File: src/ssr_pkg.sv
// Constants, register map and stage encodings for the slave stage reporter.
// Assumes a 32-bit register port with byte addresses and one clock domain.
package ssr_pkg;

    // ----------------------------------------------------------------
    // Bus widths
    // ----------------------------------------------------------------
    localparam int ADDR_W = 16;
    localparam int DATA_W = 32;
    localparam int CODE_W = 16;
    localparam int NIB_W = 4;
    localparam int ACK_BIT = 4;
    localparam int GFLD_W = 16;

    // ----------------------------------------------------------------
    // Register offsets
    // ----------------------------------------------------------------
    localparam logic [ADDR_W-1:0] REQ_OFS = 16'h0120;
    localparam logic [ADDR_W-1:0] REP_OFS = 16'h0130;
    localparam logic [ADDR_W-1:0] CODE_OFS = 16'h0134;
    localparam logic [ADDR_W-1:0] GUARD_CFG_BASE = 16'h0800;
    localparam logic [ADDR_W-1:0] GUARD_EXP_BASE = 16'h0900;
    localparam logic [ADDR_W-1:0] GUARD_STRIDE = 16'h0010;
    localparam logic [ADDR_W-1:0] FLD_START = 16'h0000;
    localparam logic [ADDR_W-1:0] FLD_LEN = 16'h0004;
    localparam logic [ADDR_W-1:0] FLD_DIR = 16'h0008;

    // ----------------------------------------------------------------
    // Guard directions and reset values
    // ----------------------------------------------------------------
    localparam logic DIR_OUT = 1'b0;
    localparam logic DIR_IN = 1'b1;
    localparam logic [GFLD_W-1:0] GFLD_RST = 16'h0000;

    // ----------------------------------------------------------------
    // Stage request codes (low nibble of the request word)
    // ----------------------------------------------------------------
    localparam logic [NIB_W-1:0] NIB_BASE = 4'h1;
    localparam logic [NIB_W-1:0] NIB_MBOX = 4'h2;
    localparam logic [NIB_W-1:0] NIB_LOADER = 4'h3;
    localparam logic [NIB_W-1:0] NIB_INPUTS = 4'h4;
    localparam logic [NIB_W-1:0] NIB_FULL = 4'h8;

    typedef enum logic [4:0] {
        ST_BASE = 5'b00001,
        ST_MBOX = 5'b00010,
        ST_INPUTS = 5'b00100,
        ST_FULL = 5'b01000,
        ST_LOADER = 5'b10000
    } ssr_stage_t;

    // ----------------------------------------------------------------
    // Status codes
    // ----------------------------------------------------------------
    localparam logic [CODE_W-1:0] C_OK = 16'h0000;
    localparam logic [CODE_W-1:0] C_UNSPEC = 16'h0001;
    localparam logic [CODE_W-1:0] C_NO_MEM = 16'h0002;
    localparam logic [CODE_W-1:0] C_REVISION = 16'h0004;
    localparam logic [CODE_W-1:0] C_BAD_CHANGE = 16'h0011;
    localparam logic [CODE_W-1:0] C_UNKNOWN = 16'h0012;
    localparam logic [CODE_W-1:0] C_NO_LOADER = 16'h0013;
    localparam logic [CODE_W-1:0] C_NO_FW = 16'h0014;
    localparam logic [CODE_W-1:0] C_MBX_LOADER = 16'h0015;
    localparam logic [CODE_W-1:0] C_MBX_CFG = 16'h0016;

endpackage

File: src/ssr_guard_chk.sv
// One mailbox buffer guard: programmed and expected start, length and direction.
// Assumes the register port of the parent; reads answer combinationally here
// and the parent registers the data.
module ssr_guard_chk #(
    parameter logic [ssr_pkg::ADDR_W-1:0] CFG_BASE = ssr_pkg::GUARD_CFG_BASE,
    parameter logic [ssr_pkg::ADDR_W-1:0] EXP_BASE = ssr_pkg::GUARD_EXP_BASE,
    parameter logic ROLE_DIR = ssr_pkg::DIR_OUT
) (
    input wire logic clk,
    input wire logic rst,
    input wire logic [ssr_pkg::ADDR_W-1:0] addr,
    input wire logic [ssr_pkg::DATA_W-1:0] wdata,
    input wire logic wr,
    output logic rd_hit,
    output logic [ssr_pkg::DATA_W-1:0] rd_data,
    output logic cfg_match
);

    typedef struct packed {
        logic [ssr_pkg::GFLD_W-1:0] act_start;
        logic [ssr_pkg::GFLD_W-1:0] act_len;
        logic act_dir;
        logic [ssr_pkg::GFLD_W-1:0] exp_start;
        logic [ssr_pkg::GFLD_W-1:0] exp_len;
        logic exp_dir;
    } ssr_gst_t;

    ssr_gst_t s_r;
    ssr_gst_t s_nxt;

    // ----------------------------------------------------------------
    // Register writes and read decode
    // ----------------------------------------------------------------
    // The expected set stands for what the local host wants to see.
    always_comb begin
        s_nxt = s_r;
        rd_hit = 1'b1;
        rd_data = '0;
        case (addr)
            CFG_BASE + ssr_pkg::FLD_START: rd_data[ssr_pkg::GFLD_W-1:0] = s_r.act_start;
            CFG_BASE + ssr_pkg::FLD_LEN: rd_data[ssr_pkg::GFLD_W-1:0] = s_r.act_len;
            CFG_BASE + ssr_pkg::FLD_DIR: rd_data[0] = s_r.act_dir;
            EXP_BASE + ssr_pkg::FLD_START: rd_data[ssr_pkg::GFLD_W-1:0] = s_r.exp_start;
            EXP_BASE + ssr_pkg::FLD_LEN: rd_data[ssr_pkg::GFLD_W-1:0] = s_r.exp_len;
            EXP_BASE + ssr_pkg::FLD_DIR: rd_data[0] = s_r.exp_dir;
            default: rd_hit = 1'b0;
        endcase
        if (wr) begin
            case (addr)
                CFG_BASE + ssr_pkg::FLD_START: s_nxt.act_start = wdata[ssr_pkg::GFLD_W-1:0];
                CFG_BASE + ssr_pkg::FLD_LEN: s_nxt.act_len = wdata[ssr_pkg::GFLD_W-1:0];
                CFG_BASE + ssr_pkg::FLD_DIR: s_nxt.act_dir = wdata[0];
                EXP_BASE + ssr_pkg::FLD_START: s_nxt.exp_start = wdata[ssr_pkg::GFLD_W-1:0];
                EXP_BASE + ssr_pkg::FLD_LEN: s_nxt.exp_len = wdata[ssr_pkg::GFLD_W-1:0];
                EXP_BASE + ssr_pkg::FLD_DIR: s_nxt.exp_dir = wdata[0];
                default: s_nxt = s_nxt;
            endcase
        end
    end

    // A guard that points the wrong way for its mailbox is a mismatch too.
    assign cfg_match = (s_r.act_start == s_r.exp_start) && (s_r.act_len == s_r.exp_len)
        && (s_r.act_dir == s_r.exp_dir) && (s_r.act_dir == ROLE_DIR);

    always_ff @(posedge clk) begin
        if (rst) begin
            s_r <= '{ssr_pkg::GFLD_RST, ssr_pkg::GFLD_RST, ROLE_DIR,
                     ssr_pkg::GFLD_RST, ssr_pkg::GFLD_RST, ROLE_DIR};
        end else begin
            s_r <= s_nxt;
        end
    end
endmodule

File: src/ssr_top.sv
// Stage machine, transition checker and status-code reporter of a fieldbus slave.
// Assumes a register port with one-cycle strobes, and fault inputs that are
// one-cycle pulses synchronous to clk.
//
// Operation
// Request nibble 0x01 base, 0x02 mailbox-only, 0x03 loader stage.
// Request nibble 0x04 inputs-only, 0x08 full exchange stage.
// Master sets bit 4 of the request word to acknowledge an error.
// Report word carries the stage code, plus bit 4 when in error.
// Without error the code reads 0x0000 and the stage is unchanged.
// A fault without its own code reports 0x0001 and sets the error.
// Memory too small for downloaded content reports 0x0002 with error.
// Bad revision refuses mailbox-only to inputs-only with code 0x0004.
// Disallowed transitions give 0x0011; stage kept, error set.
// Undefined request values give 0x0012; stage kept, error set.
// Loader request without loader support gives 0x0013 in base stage.
// Unusable firmware refuses base to mailbox-only with code 0x0014.
// Two mailboxes, each guarded by a buffer guard of fixed direction.
// Guards are set up by start, length, direction registers at 0x0800.
// Guard mismatch on base to loader request reports 0x0015.
// Guard mismatch on base to inputs-only keeps base, code 0x0016.
// Master moves the slave one permitted step at a time.
// Master writes only the defined stage codes.
// From power-up stages run base, mailbox-only, inputs-only, full.
// Code and error flag hold until a write with acknowledge set.
module ssr_top #(
    parameter logic LOADER_EN = 1'b1
) (
    input wire logic clk,
    input wire logic rst,
    input wire logic [ssr_pkg::ADDR_W-1:0] addr,
    input wire logic [ssr_pkg::DATA_W-1:0] wdata,
    input wire logic wr,
    input wire logic rd,
    output logic [ssr_pkg::DATA_W-1:0] rdata,
    input wire logic fault_unspec,
    input wire logic fault_no_mem,
    input wire logic revision_bad,
    input wire logic firmware_bad,
    output logic [ssr_pkg::NIB_W:0] stage_report,
    output logic [ssr_pkg::CODE_W-1:0] status_code,
    output logic err_flag
);

    // ----------------------------------------------------------------
    // State
    // ----------------------------------------------------------------
    typedef struct packed {
        ssr_pkg::ssr_stage_t stage;
        logic err;
        logic [ssr_pkg::CODE_W-1:0] code;
        logic [ssr_pkg::DATA_W-1:0] req_word;
        logic [ssr_pkg::DATA_W-1:0] rdata;
    } ssr_st_t;

    ssr_st_t s_r;
    ssr_st_t s_nxt;
    logic out_hit;
    logic in_hit;
    logic [ssr_pkg::DATA_W-1:0] out_rd;
    logic [ssr_pkg::DATA_W-1:0] in_rd;
    logic out_ok;
    logic in_ok;
    logic mbx_ok;
    logic wr_req;
    logic [ssr_pkg::NIB_W-1:0] req_nib;
    logic req_clean;

    // ----------------------------------------------------------------
    // Helpers
    // ----------------------------------------------------------------
    function automatic logic [ssr_pkg::NIB_W-1:0] stage_nib(input ssr_pkg::ssr_stage_t st);
        case (st)
            ssr_pkg::ST_BASE: stage_nib = ssr_pkg::NIB_BASE;
            ssr_pkg::ST_MBOX: stage_nib = ssr_pkg::NIB_MBOX;
            ssr_pkg::ST_LOADER: stage_nib = ssr_pkg::NIB_LOADER;
            ssr_pkg::ST_INPUTS: stage_nib = ssr_pkg::NIB_INPUTS;
            ssr_pkg::ST_FULL: stage_nib = ssr_pkg::NIB_FULL;
            default: stage_nib = ssr_pkg::NIB_BASE;
        endcase
    endfunction

    function automatic logic nib_known(input logic [ssr_pkg::NIB_W-1:0] n);
        nib_known = (n == ssr_pkg::NIB_BASE) || (n == ssr_pkg::NIB_MBOX)
            || (n == ssr_pkg::NIB_LOADER) || (n == ssr_pkg::NIB_INPUTS)
            || (n == ssr_pkg::NIB_FULL);
    endfunction

    function automatic ssr_pkg::ssr_stage_t nib_stage(input logic [ssr_pkg::NIB_W-1:0] n);
        case (n)
            ssr_pkg::NIB_MBOX: nib_stage = ssr_pkg::ST_MBOX;
            ssr_pkg::NIB_LOADER: nib_stage = ssr_pkg::ST_LOADER;
            ssr_pkg::NIB_INPUTS: nib_stage = ssr_pkg::ST_INPUTS;
            ssr_pkg::NIB_FULL: nib_stage = ssr_pkg::ST_FULL;
            default: nib_stage = ssr_pkg::ST_BASE;
        endcase
    endfunction

    // ----------------------------------------------------------------
    // Mailbox buffer guards
    // ----------------------------------------------------------------
    // Output mailbox carries master-to-slave traffic, input mailbox the reverse.
    ssr_guard_chk #(
        .CFG_BASE(ssr_pkg::GUARD_CFG_BASE),
        .EXP_BASE(ssr_pkg::GUARD_EXP_BASE),
        .ROLE_DIR(ssr_pkg::DIR_OUT)
    ) u_out_guard (
        .clk(clk),
        .rst(rst),
        .addr(addr),
        .wdata(wdata),
        .wr(wr),
        .rd_hit(out_hit),
        .rd_data(out_rd),
        .cfg_match(out_ok)
    );

    ssr_guard_chk #(
        .CFG_BASE(ssr_pkg::GUARD_CFG_BASE + ssr_pkg::GUARD_STRIDE),
        .EXP_BASE(ssr_pkg::GUARD_EXP_BASE + ssr_pkg::GUARD_STRIDE),
        .ROLE_DIR(ssr_pkg::DIR_IN)
    ) u_in_guard (
        .clk(clk),
        .rst(rst),
        .addr(addr),
        .wdata(wdata),
        .wr(wr),
        .rd_hit(in_hit),
        .rd_data(in_rd),
        .cfg_match(in_ok)
    );

    // Both guards must agree with the host's view before base may move to the loader stage.
    assign mbx_ok = out_ok && in_ok;
    assign wr_req = wr && (addr == ssr_pkg::REQ_OFS);
    assign req_nib = wdata[ssr_pkg::NIB_W-1:0];
    assign req_clean = (wdata[ssr_pkg::DATA_W-1:ssr_pkg::ACK_BIT+1] == '0);

    // ----------------------------------------------------------------
    // Stage machine and status code
    // ----------------------------------------------------------------
    // A request is judged against the stage it was made in; a refused
    // request never moves the stage, it only posts the code and the flag.
    always_comb begin
        logic [ssr_pkg::CODE_W-1:0] rej;
        logic go;
        ssr_pkg::ssr_stage_t tgt;
        rej = ssr_pkg::C_OK;
        go = 1'b0;
        tgt = nib_stage(req_nib);
        s_nxt = s_r;
        if (wr_req) begin
            s_nxt.req_word = wdata;
            if (wdata[ssr_pkg::ACK_BIT]) begin
                s_nxt.err = 1'b0;
                s_nxt.code = ssr_pkg::C_OK;
            end
            if (!req_clean || !nib_known(req_nib)) begin
                rej = ssr_pkg::C_UNKNOWN;
            end else if (tgt != s_r.stage) begin
                case (s_r.stage)
                    ssr_pkg::ST_BASE: begin
                        case (tgt)
                            ssr_pkg::ST_MBOX: begin
                                if (firmware_bad) begin
                                    rej = ssr_pkg::C_NO_FW;
                                end else begin
                                    go = 1'b1;
                                end
                            end
                            ssr_pkg::ST_LOADER: begin
                                if (!LOADER_EN) begin
                                    rej = ssr_pkg::C_NO_LOADER;
                                end else if (!mbx_ok) begin
                                    rej = ssr_pkg::C_MBX_LOADER;
                                end else begin
                                    go = 1'b1;
                                end
                            end
                            ssr_pkg::ST_INPUTS: begin
                                rej = mbx_ok ? ssr_pkg::C_BAD_CHANGE : ssr_pkg::C_MBX_CFG;
                            end
                            default: rej = ssr_pkg::C_BAD_CHANGE;
                        endcase
                    end
                    ssr_pkg::ST_MBOX: begin
                        case (tgt)
                            ssr_pkg::ST_BASE: go = 1'b1;
                            ssr_pkg::ST_INPUTS: begin
                                if (revision_bad) begin
                                    rej = ssr_pkg::C_REVISION;
                                end else begin
                                    go = 1'b1;
                                end
                            end
                            default: rej = ssr_pkg::C_BAD_CHANGE;
                        endcase
                    end
                    ssr_pkg::ST_INPUTS, ssr_pkg::ST_FULL: begin
                        // Any step down is allowed; only the loader is out of reach.
                        if (tgt == ssr_pkg::ST_LOADER) begin
                            rej = ssr_pkg::C_BAD_CHANGE;
                        end else begin
                            go = 1'b1;
                        end
                    end
                    ssr_pkg::ST_LOADER: begin
                        if (tgt == ssr_pkg::ST_BASE) begin
                            go = 1'b1;
                        end else begin
                            rej = ssr_pkg::C_BAD_CHANGE;
                        end
                    end
                    default: rej = ssr_pkg::C_BAD_CHANGE;
                endcase
            end
            if (rej != ssr_pkg::C_OK) begin
                s_nxt.err = 1'b1;
                s_nxt.code = rej;
            end else if (go) begin
                s_nxt.stage = tgt;
            end
        end
        // Application faults are applied after the acknowledge, so a fault
        // landing in the cycle of an accepted acknowledge is not lost; a refused request drops it.
        if (rej == ssr_pkg::C_OK) begin
            if (fault_no_mem) begin
                s_nxt.err = 1'b1;
                s_nxt.code = ssr_pkg::C_NO_MEM;
            end else if (fault_unspec) begin
                s_nxt.err = 1'b1;
                s_nxt.code = ssr_pkg::C_UNSPEC;
            end
        end
        // Read data stand in the cycle after the strobe only.
        s_nxt.rdata = '0;
        if (rd) begin
            case (addr)
                ssr_pkg::REQ_OFS: s_nxt.rdata = s_r.req_word;
                ssr_pkg::REP_OFS: s_nxt.rdata[ssr_pkg::NIB_W:0] = {s_r.err, stage_nib(s_r.stage)};
                ssr_pkg::CODE_OFS: s_nxt.rdata[ssr_pkg::CODE_W-1:0] = s_r.code;
                default: s_nxt.rdata = out_hit ? out_rd : (in_hit ? in_rd : '0);
            endcase
        end
    end

    always_ff @(posedge clk) begin
        if (rst) begin
            s_r <= '{ssr_pkg::ST_BASE, 1'b0, ssr_pkg::C_OK, '0, '0};
        end else begin
            s_r <= s_nxt;
        end
    end

    // ----------------------------------------------------------------
    // Outputs
    // ----------------------------------------------------------------
    assign rdata = s_r.rdata;
    assign stage_report = {s_r.err, stage_nib(s_r.stage)};
    assign status_code = s_r.code;
    assign err_flag = s_r.err;
endmodule

File: config.mk
export PLATFORM = sky130hd
export DESIGN_NAME = ssr_top
export DESIGN_NICKNAME = d
export VERILOG_FILES = /design/src/ssr_pkg.sv /design/src/ssr_guard_chk.sv /design/src/ssr_top.sv
export SDC_FILE = /design/constraint.sdc
export NUM_CORES = 1
export LEC_CHECK = 0
export ABC_AREA = 1
export BUFFER_PORTS_ARGS = -buffer_cell sky130_fd_sc_hd__buf_4
export CORE_UTILIZATION = 45
export CTS_CLUSTER_SIZE = 25
export DETAILED_ROUTE_END_ITERATION = 8
export PLACE_DENSITY = 0.67
export REMOVE_ABC_BUFFERS = 1
export SLEW_MARGIN = 10
export SYNTH_ARGS = -nofsm -noshare
export SYNTH_HDL_FRONTEND = slang
export SYNTH_HIERARCHICAL = 1
export SYNTH_SLANG_ARGS = --single-unit
File: constraint.sdc
create_clock -name clk -period 2.5 [get_ports clk]
set_input_delay 0.375 -clock clk [delete_from_list [all_inputs] [get_ports clk]]
set_output_delay 0.375 -clock clk [all_outputs]
set_load 0.1 [all_outputs]
==> results.ini <==
[status]
outcome=complete, but fails checks
violations=setup timing

[synth]
synth-async-reset-ratio=0
synthMuxAreaShare=0
ys_types=36
yosysTopAreaCellShare=0.349
synthSimpleGateAreaFrac=0.414
ys_top_cells_by_count=nand2_1 (512), nor2_1 (373), dfxtp_1 (218)
synthesis.area_um2=12500
synthCells=1966
synth_ff_type=dfxtp_1
yosysSeqAreaShare=0.349
synth_edf_count=0
syn_avg_cell_area_um2=6.36
synth_top_family_by_area=simple AND/OR/NAND/NOR gates
synth_compound_gate_area_share=0.0845
synth_xor_area_frac=0.00420
ys_seq_elements=218
synth_largest_area_cell=dfxtp_1
synth_warnings=6
yosysMostFrequentCell=nand2_1
synthTopCellsByArea=dfxtp_1 (35%), nand2_1 (15%), nor2_1 (11%)
synth-adder-area-share=0

[worst_setup_path]
path_buf_inv=3
slowest_stage=dfxtp_1
arrival_ns=2.98
cp.required_ns=2.96
start_kind=flip-flop
crit_path_frequent_cell=nand2_1
critPathMaxStageDelay_ns=0.36
crit_chain=inv_1 -> nand2_1 -> nand2_1 -> nor2_1 -> nand2_1 -> nor2_1 -> nand3_1 -> nor2_2 -> nand2_2 -> inv_2 -> nand4_1 -> nand2_1 -> nor2_1 -> nor2_1 -> nand2_1 -> a21oi_2 -> nand2_2 -> nand2_4 -> buf_12 -> nand2_4 -> nor3_2
crit_fanout=6
cp_top_family=simple AND/OR/NAND/NOR gates
r2r_cells=21
ff2ff_setup_slack_ns=-0.02
crit_type=reg -> reg
timing.rr.end=status_code[14]
end_kind=flip-flop
r2r-start=u_in_guard/s_r[24]

[detailed_routing]
drtIter0Drc=1320
vias=12500
firstDrtPassIters=5
wl_um=38800
drtAntennaViolNets=0
vias_per_cell=5.20
drc_errors=0
wl_per_cell_um=16.2

[die]
initial_core_util=0.461
core_um2=27100
ioPinCount=110
dieHeight_um=169
die_w_um=169
dieArea_um2=28500
row_count=60

[timing]
rsz0062_at_grt=true
setup_viol=7
fin_crit_ns=2.52
worst_pin_slew_ns=0.639
hold_slack_ns=0.0601
maxSlewViolCount=0
hold_viol_final=0
timing.final.ws_setup_ns=-0.0246
max_freq_mhz=396
slew_headroom=0.573
finalCritPeriodShare=1.01
finalClockSkew_ns=0.00827

[job]
cap_violations=0

[global_route]
grt_usage=0.269
antenna_found_initial=0
gr-total-overflow=0
grt_first_pass_wirelength_um=60300
grt_pass1_vias=11100
grt_max_degree=67

[clocking]
cts.sinks=218
cts_hold_buf=0
root_buffer=clkbuf_16
cts_tree=done
h-tree-depth=1
cts.clk_slew.worst_paths_ns=0.06
numCtsBuffers=25
worstSkewPairLatency_ns=0.53
cts.path.max_buffers=3

[cells_and_area]
utilization=0.526
area_growth_pct=14.1
num_antenna_cells=0
finalNetCount=2067
drive_above_1_share=0.162

[placed_design]
io_buffers=109
gp_routability_congestion=0.936
dp_hpwl_um=26900

[hold_path]
holdPathStages=3
hold_end=s_r[54]
min_path_type=in -> reg
min_from=wdata[22]

[power_and_ir_drop]
ir_drop_mv=0.450
power.leakage_nw=6.84
powerDensity_nw_per_um2=517

[layout make-up]
cell class,count,area (um2)
fill,2704,12800
multi-input combinational,1399,6490
sequential,218,4420
timing repair buffer,163,1350
inverter,204,768
clock buffer,32,692
tap,372,465
clock inverter,14,83.8
[power by group]
part           leakage (nW)  internal [mW]  total [mW]  switching, mW
Sequential             1.78           3.48        3.48        0.00369
Clock                 0.392           1.96        3.49           1.53
Combinational          4.67          0.113       0.406          0.293
[registers in the layout, summed over array words and instances, names as in the netlist]
name             count
err_flag             1
rdata               32
s_r                 37
status_code         16
u_in_guard/s_r      66
u_out_guard/s_r     66
[worst min-delay path: stages]
cell and delay [ns]:
buf_4 0.08, nor2_1 0.03, nor2_1 0.06
[cell usage in the layout (no fill, tap or decap), types with 2 or more instances in the layout]
| cell | count |
|---|---|
| dfxtp_1 | 174 |
| o22ai_1 | 17 |
| clkinv_4 | 2 |
| nand2_1 | 504 |
| o211ai_1 | 2 |
| clkbuf_8 | 4 |
| conb_1 | 32 |
| a21oi_1 | 74 |
| nand3_2 | 7 |
| nor2_8 | 2 |
| xor2_1 | 6 |
| nor3_2 | 13 |
| nand2_4 | 3 |
| clkinv_2 | 10 |
| o21ai_1 | 3 |
| nand4_1 | 67 |
| nor2_2 | 19 |
| clkbuf_16 | 25 |
| inv_1 | 197 |
| dfxtp_2 | 44 |
| a31oi_1 | 2 |
| buf_4 | 153 |
| nor3_1 | 5 |
| nor2_1 | 363 |
| nand3_4 | 6 |
| buf_12 | 10 |
| clkbuf_1 | 3 |
| nand2_2 | 11 |
| o21ai_0 | 45 |
| nor4_1 | 3 |
| a22o_1 | 31 |
| nand3_1 | 167 |
| nor2_4 | 10 |
| inv_2 | 5 |
[routing by layer]
| layer | vias to the layer above | GRT usage | routed length (um) |
|---|---|---|---|
| met1 | 5726 | 0.368 | 17200 |
| met4 | 0 | 0.105 | 1310 |
| met5 | - | 0 | 0 |
| li1 | 6202 | - | - |
| met3 | 68 | 0.0437 | 3170 |
| met2 | 501 | 0.423 | 17100 |
[metrics by stage]
step | worst slack (ns) | instances | area, um2 | setup TNS (ns) | power (mW)
2_1_floorplan | -0.351 | 1820 | 11500 | -5.37 | 3.71
3_3_place_gp | 0.000663 | 2351 | 13300 | 0 | 3.95
3_5_place_dp | -0.0279 | 2351 | 13300 | -0.0576 | 3.95
4_1_cts | 0.0220 | 2397 | 14100 | 0 | 7.44
5_1_grt | -0.259 | 2402 | 14300 | -3.63 | 7.61
6_report | -0.0246 | 2402 | 14300 | -0.115 | 7.38
[cells by family (layout without fill, tap and decap cells)]
kind of cell	Yosys count	after routing
AOI/OAI and AO/OA	179	179
DFF	218	218
xor gates and xnor gates	6	6
other	2	32
and+or+nand+nor	1181	1182
buffers and inverters	380	413
[repair_timing]
item                       in CTS  in global routing
gates resized for setup         2                 71
hold endpoints to repair        0                  0
pin swaps                       0                 14
buffers inserted                0                  4
setup endpoints to repair       3                 23
cloned                          0                  1
[how the worst max path moves through the flow]
| stage | endpoint | startpoint | slack, ns | cells past startpoint |
|---|---|---|---|---|
| after global placement | status_code[4] | u_in_guard/s_r[3] | 0.0007 | 22 |
| after floorplan | rdata[10] | addr[15] | -0.35 | 11 |
| after detailed placement | status_code[2] | u_in_guard/s_r[3] | -0.03 | 22 |
| after global routing | status_code[2] | u_in_guard/s_r[4] | -0.26 | 22 |
| final | status_code[14] | u_in_guard/s_r[24] | -0.02 | 21 |
| after CTS | status_code[2] | u_in_guard/s_r[3] | 0.02 | 22 |
(Power assumes the default switching activity.)
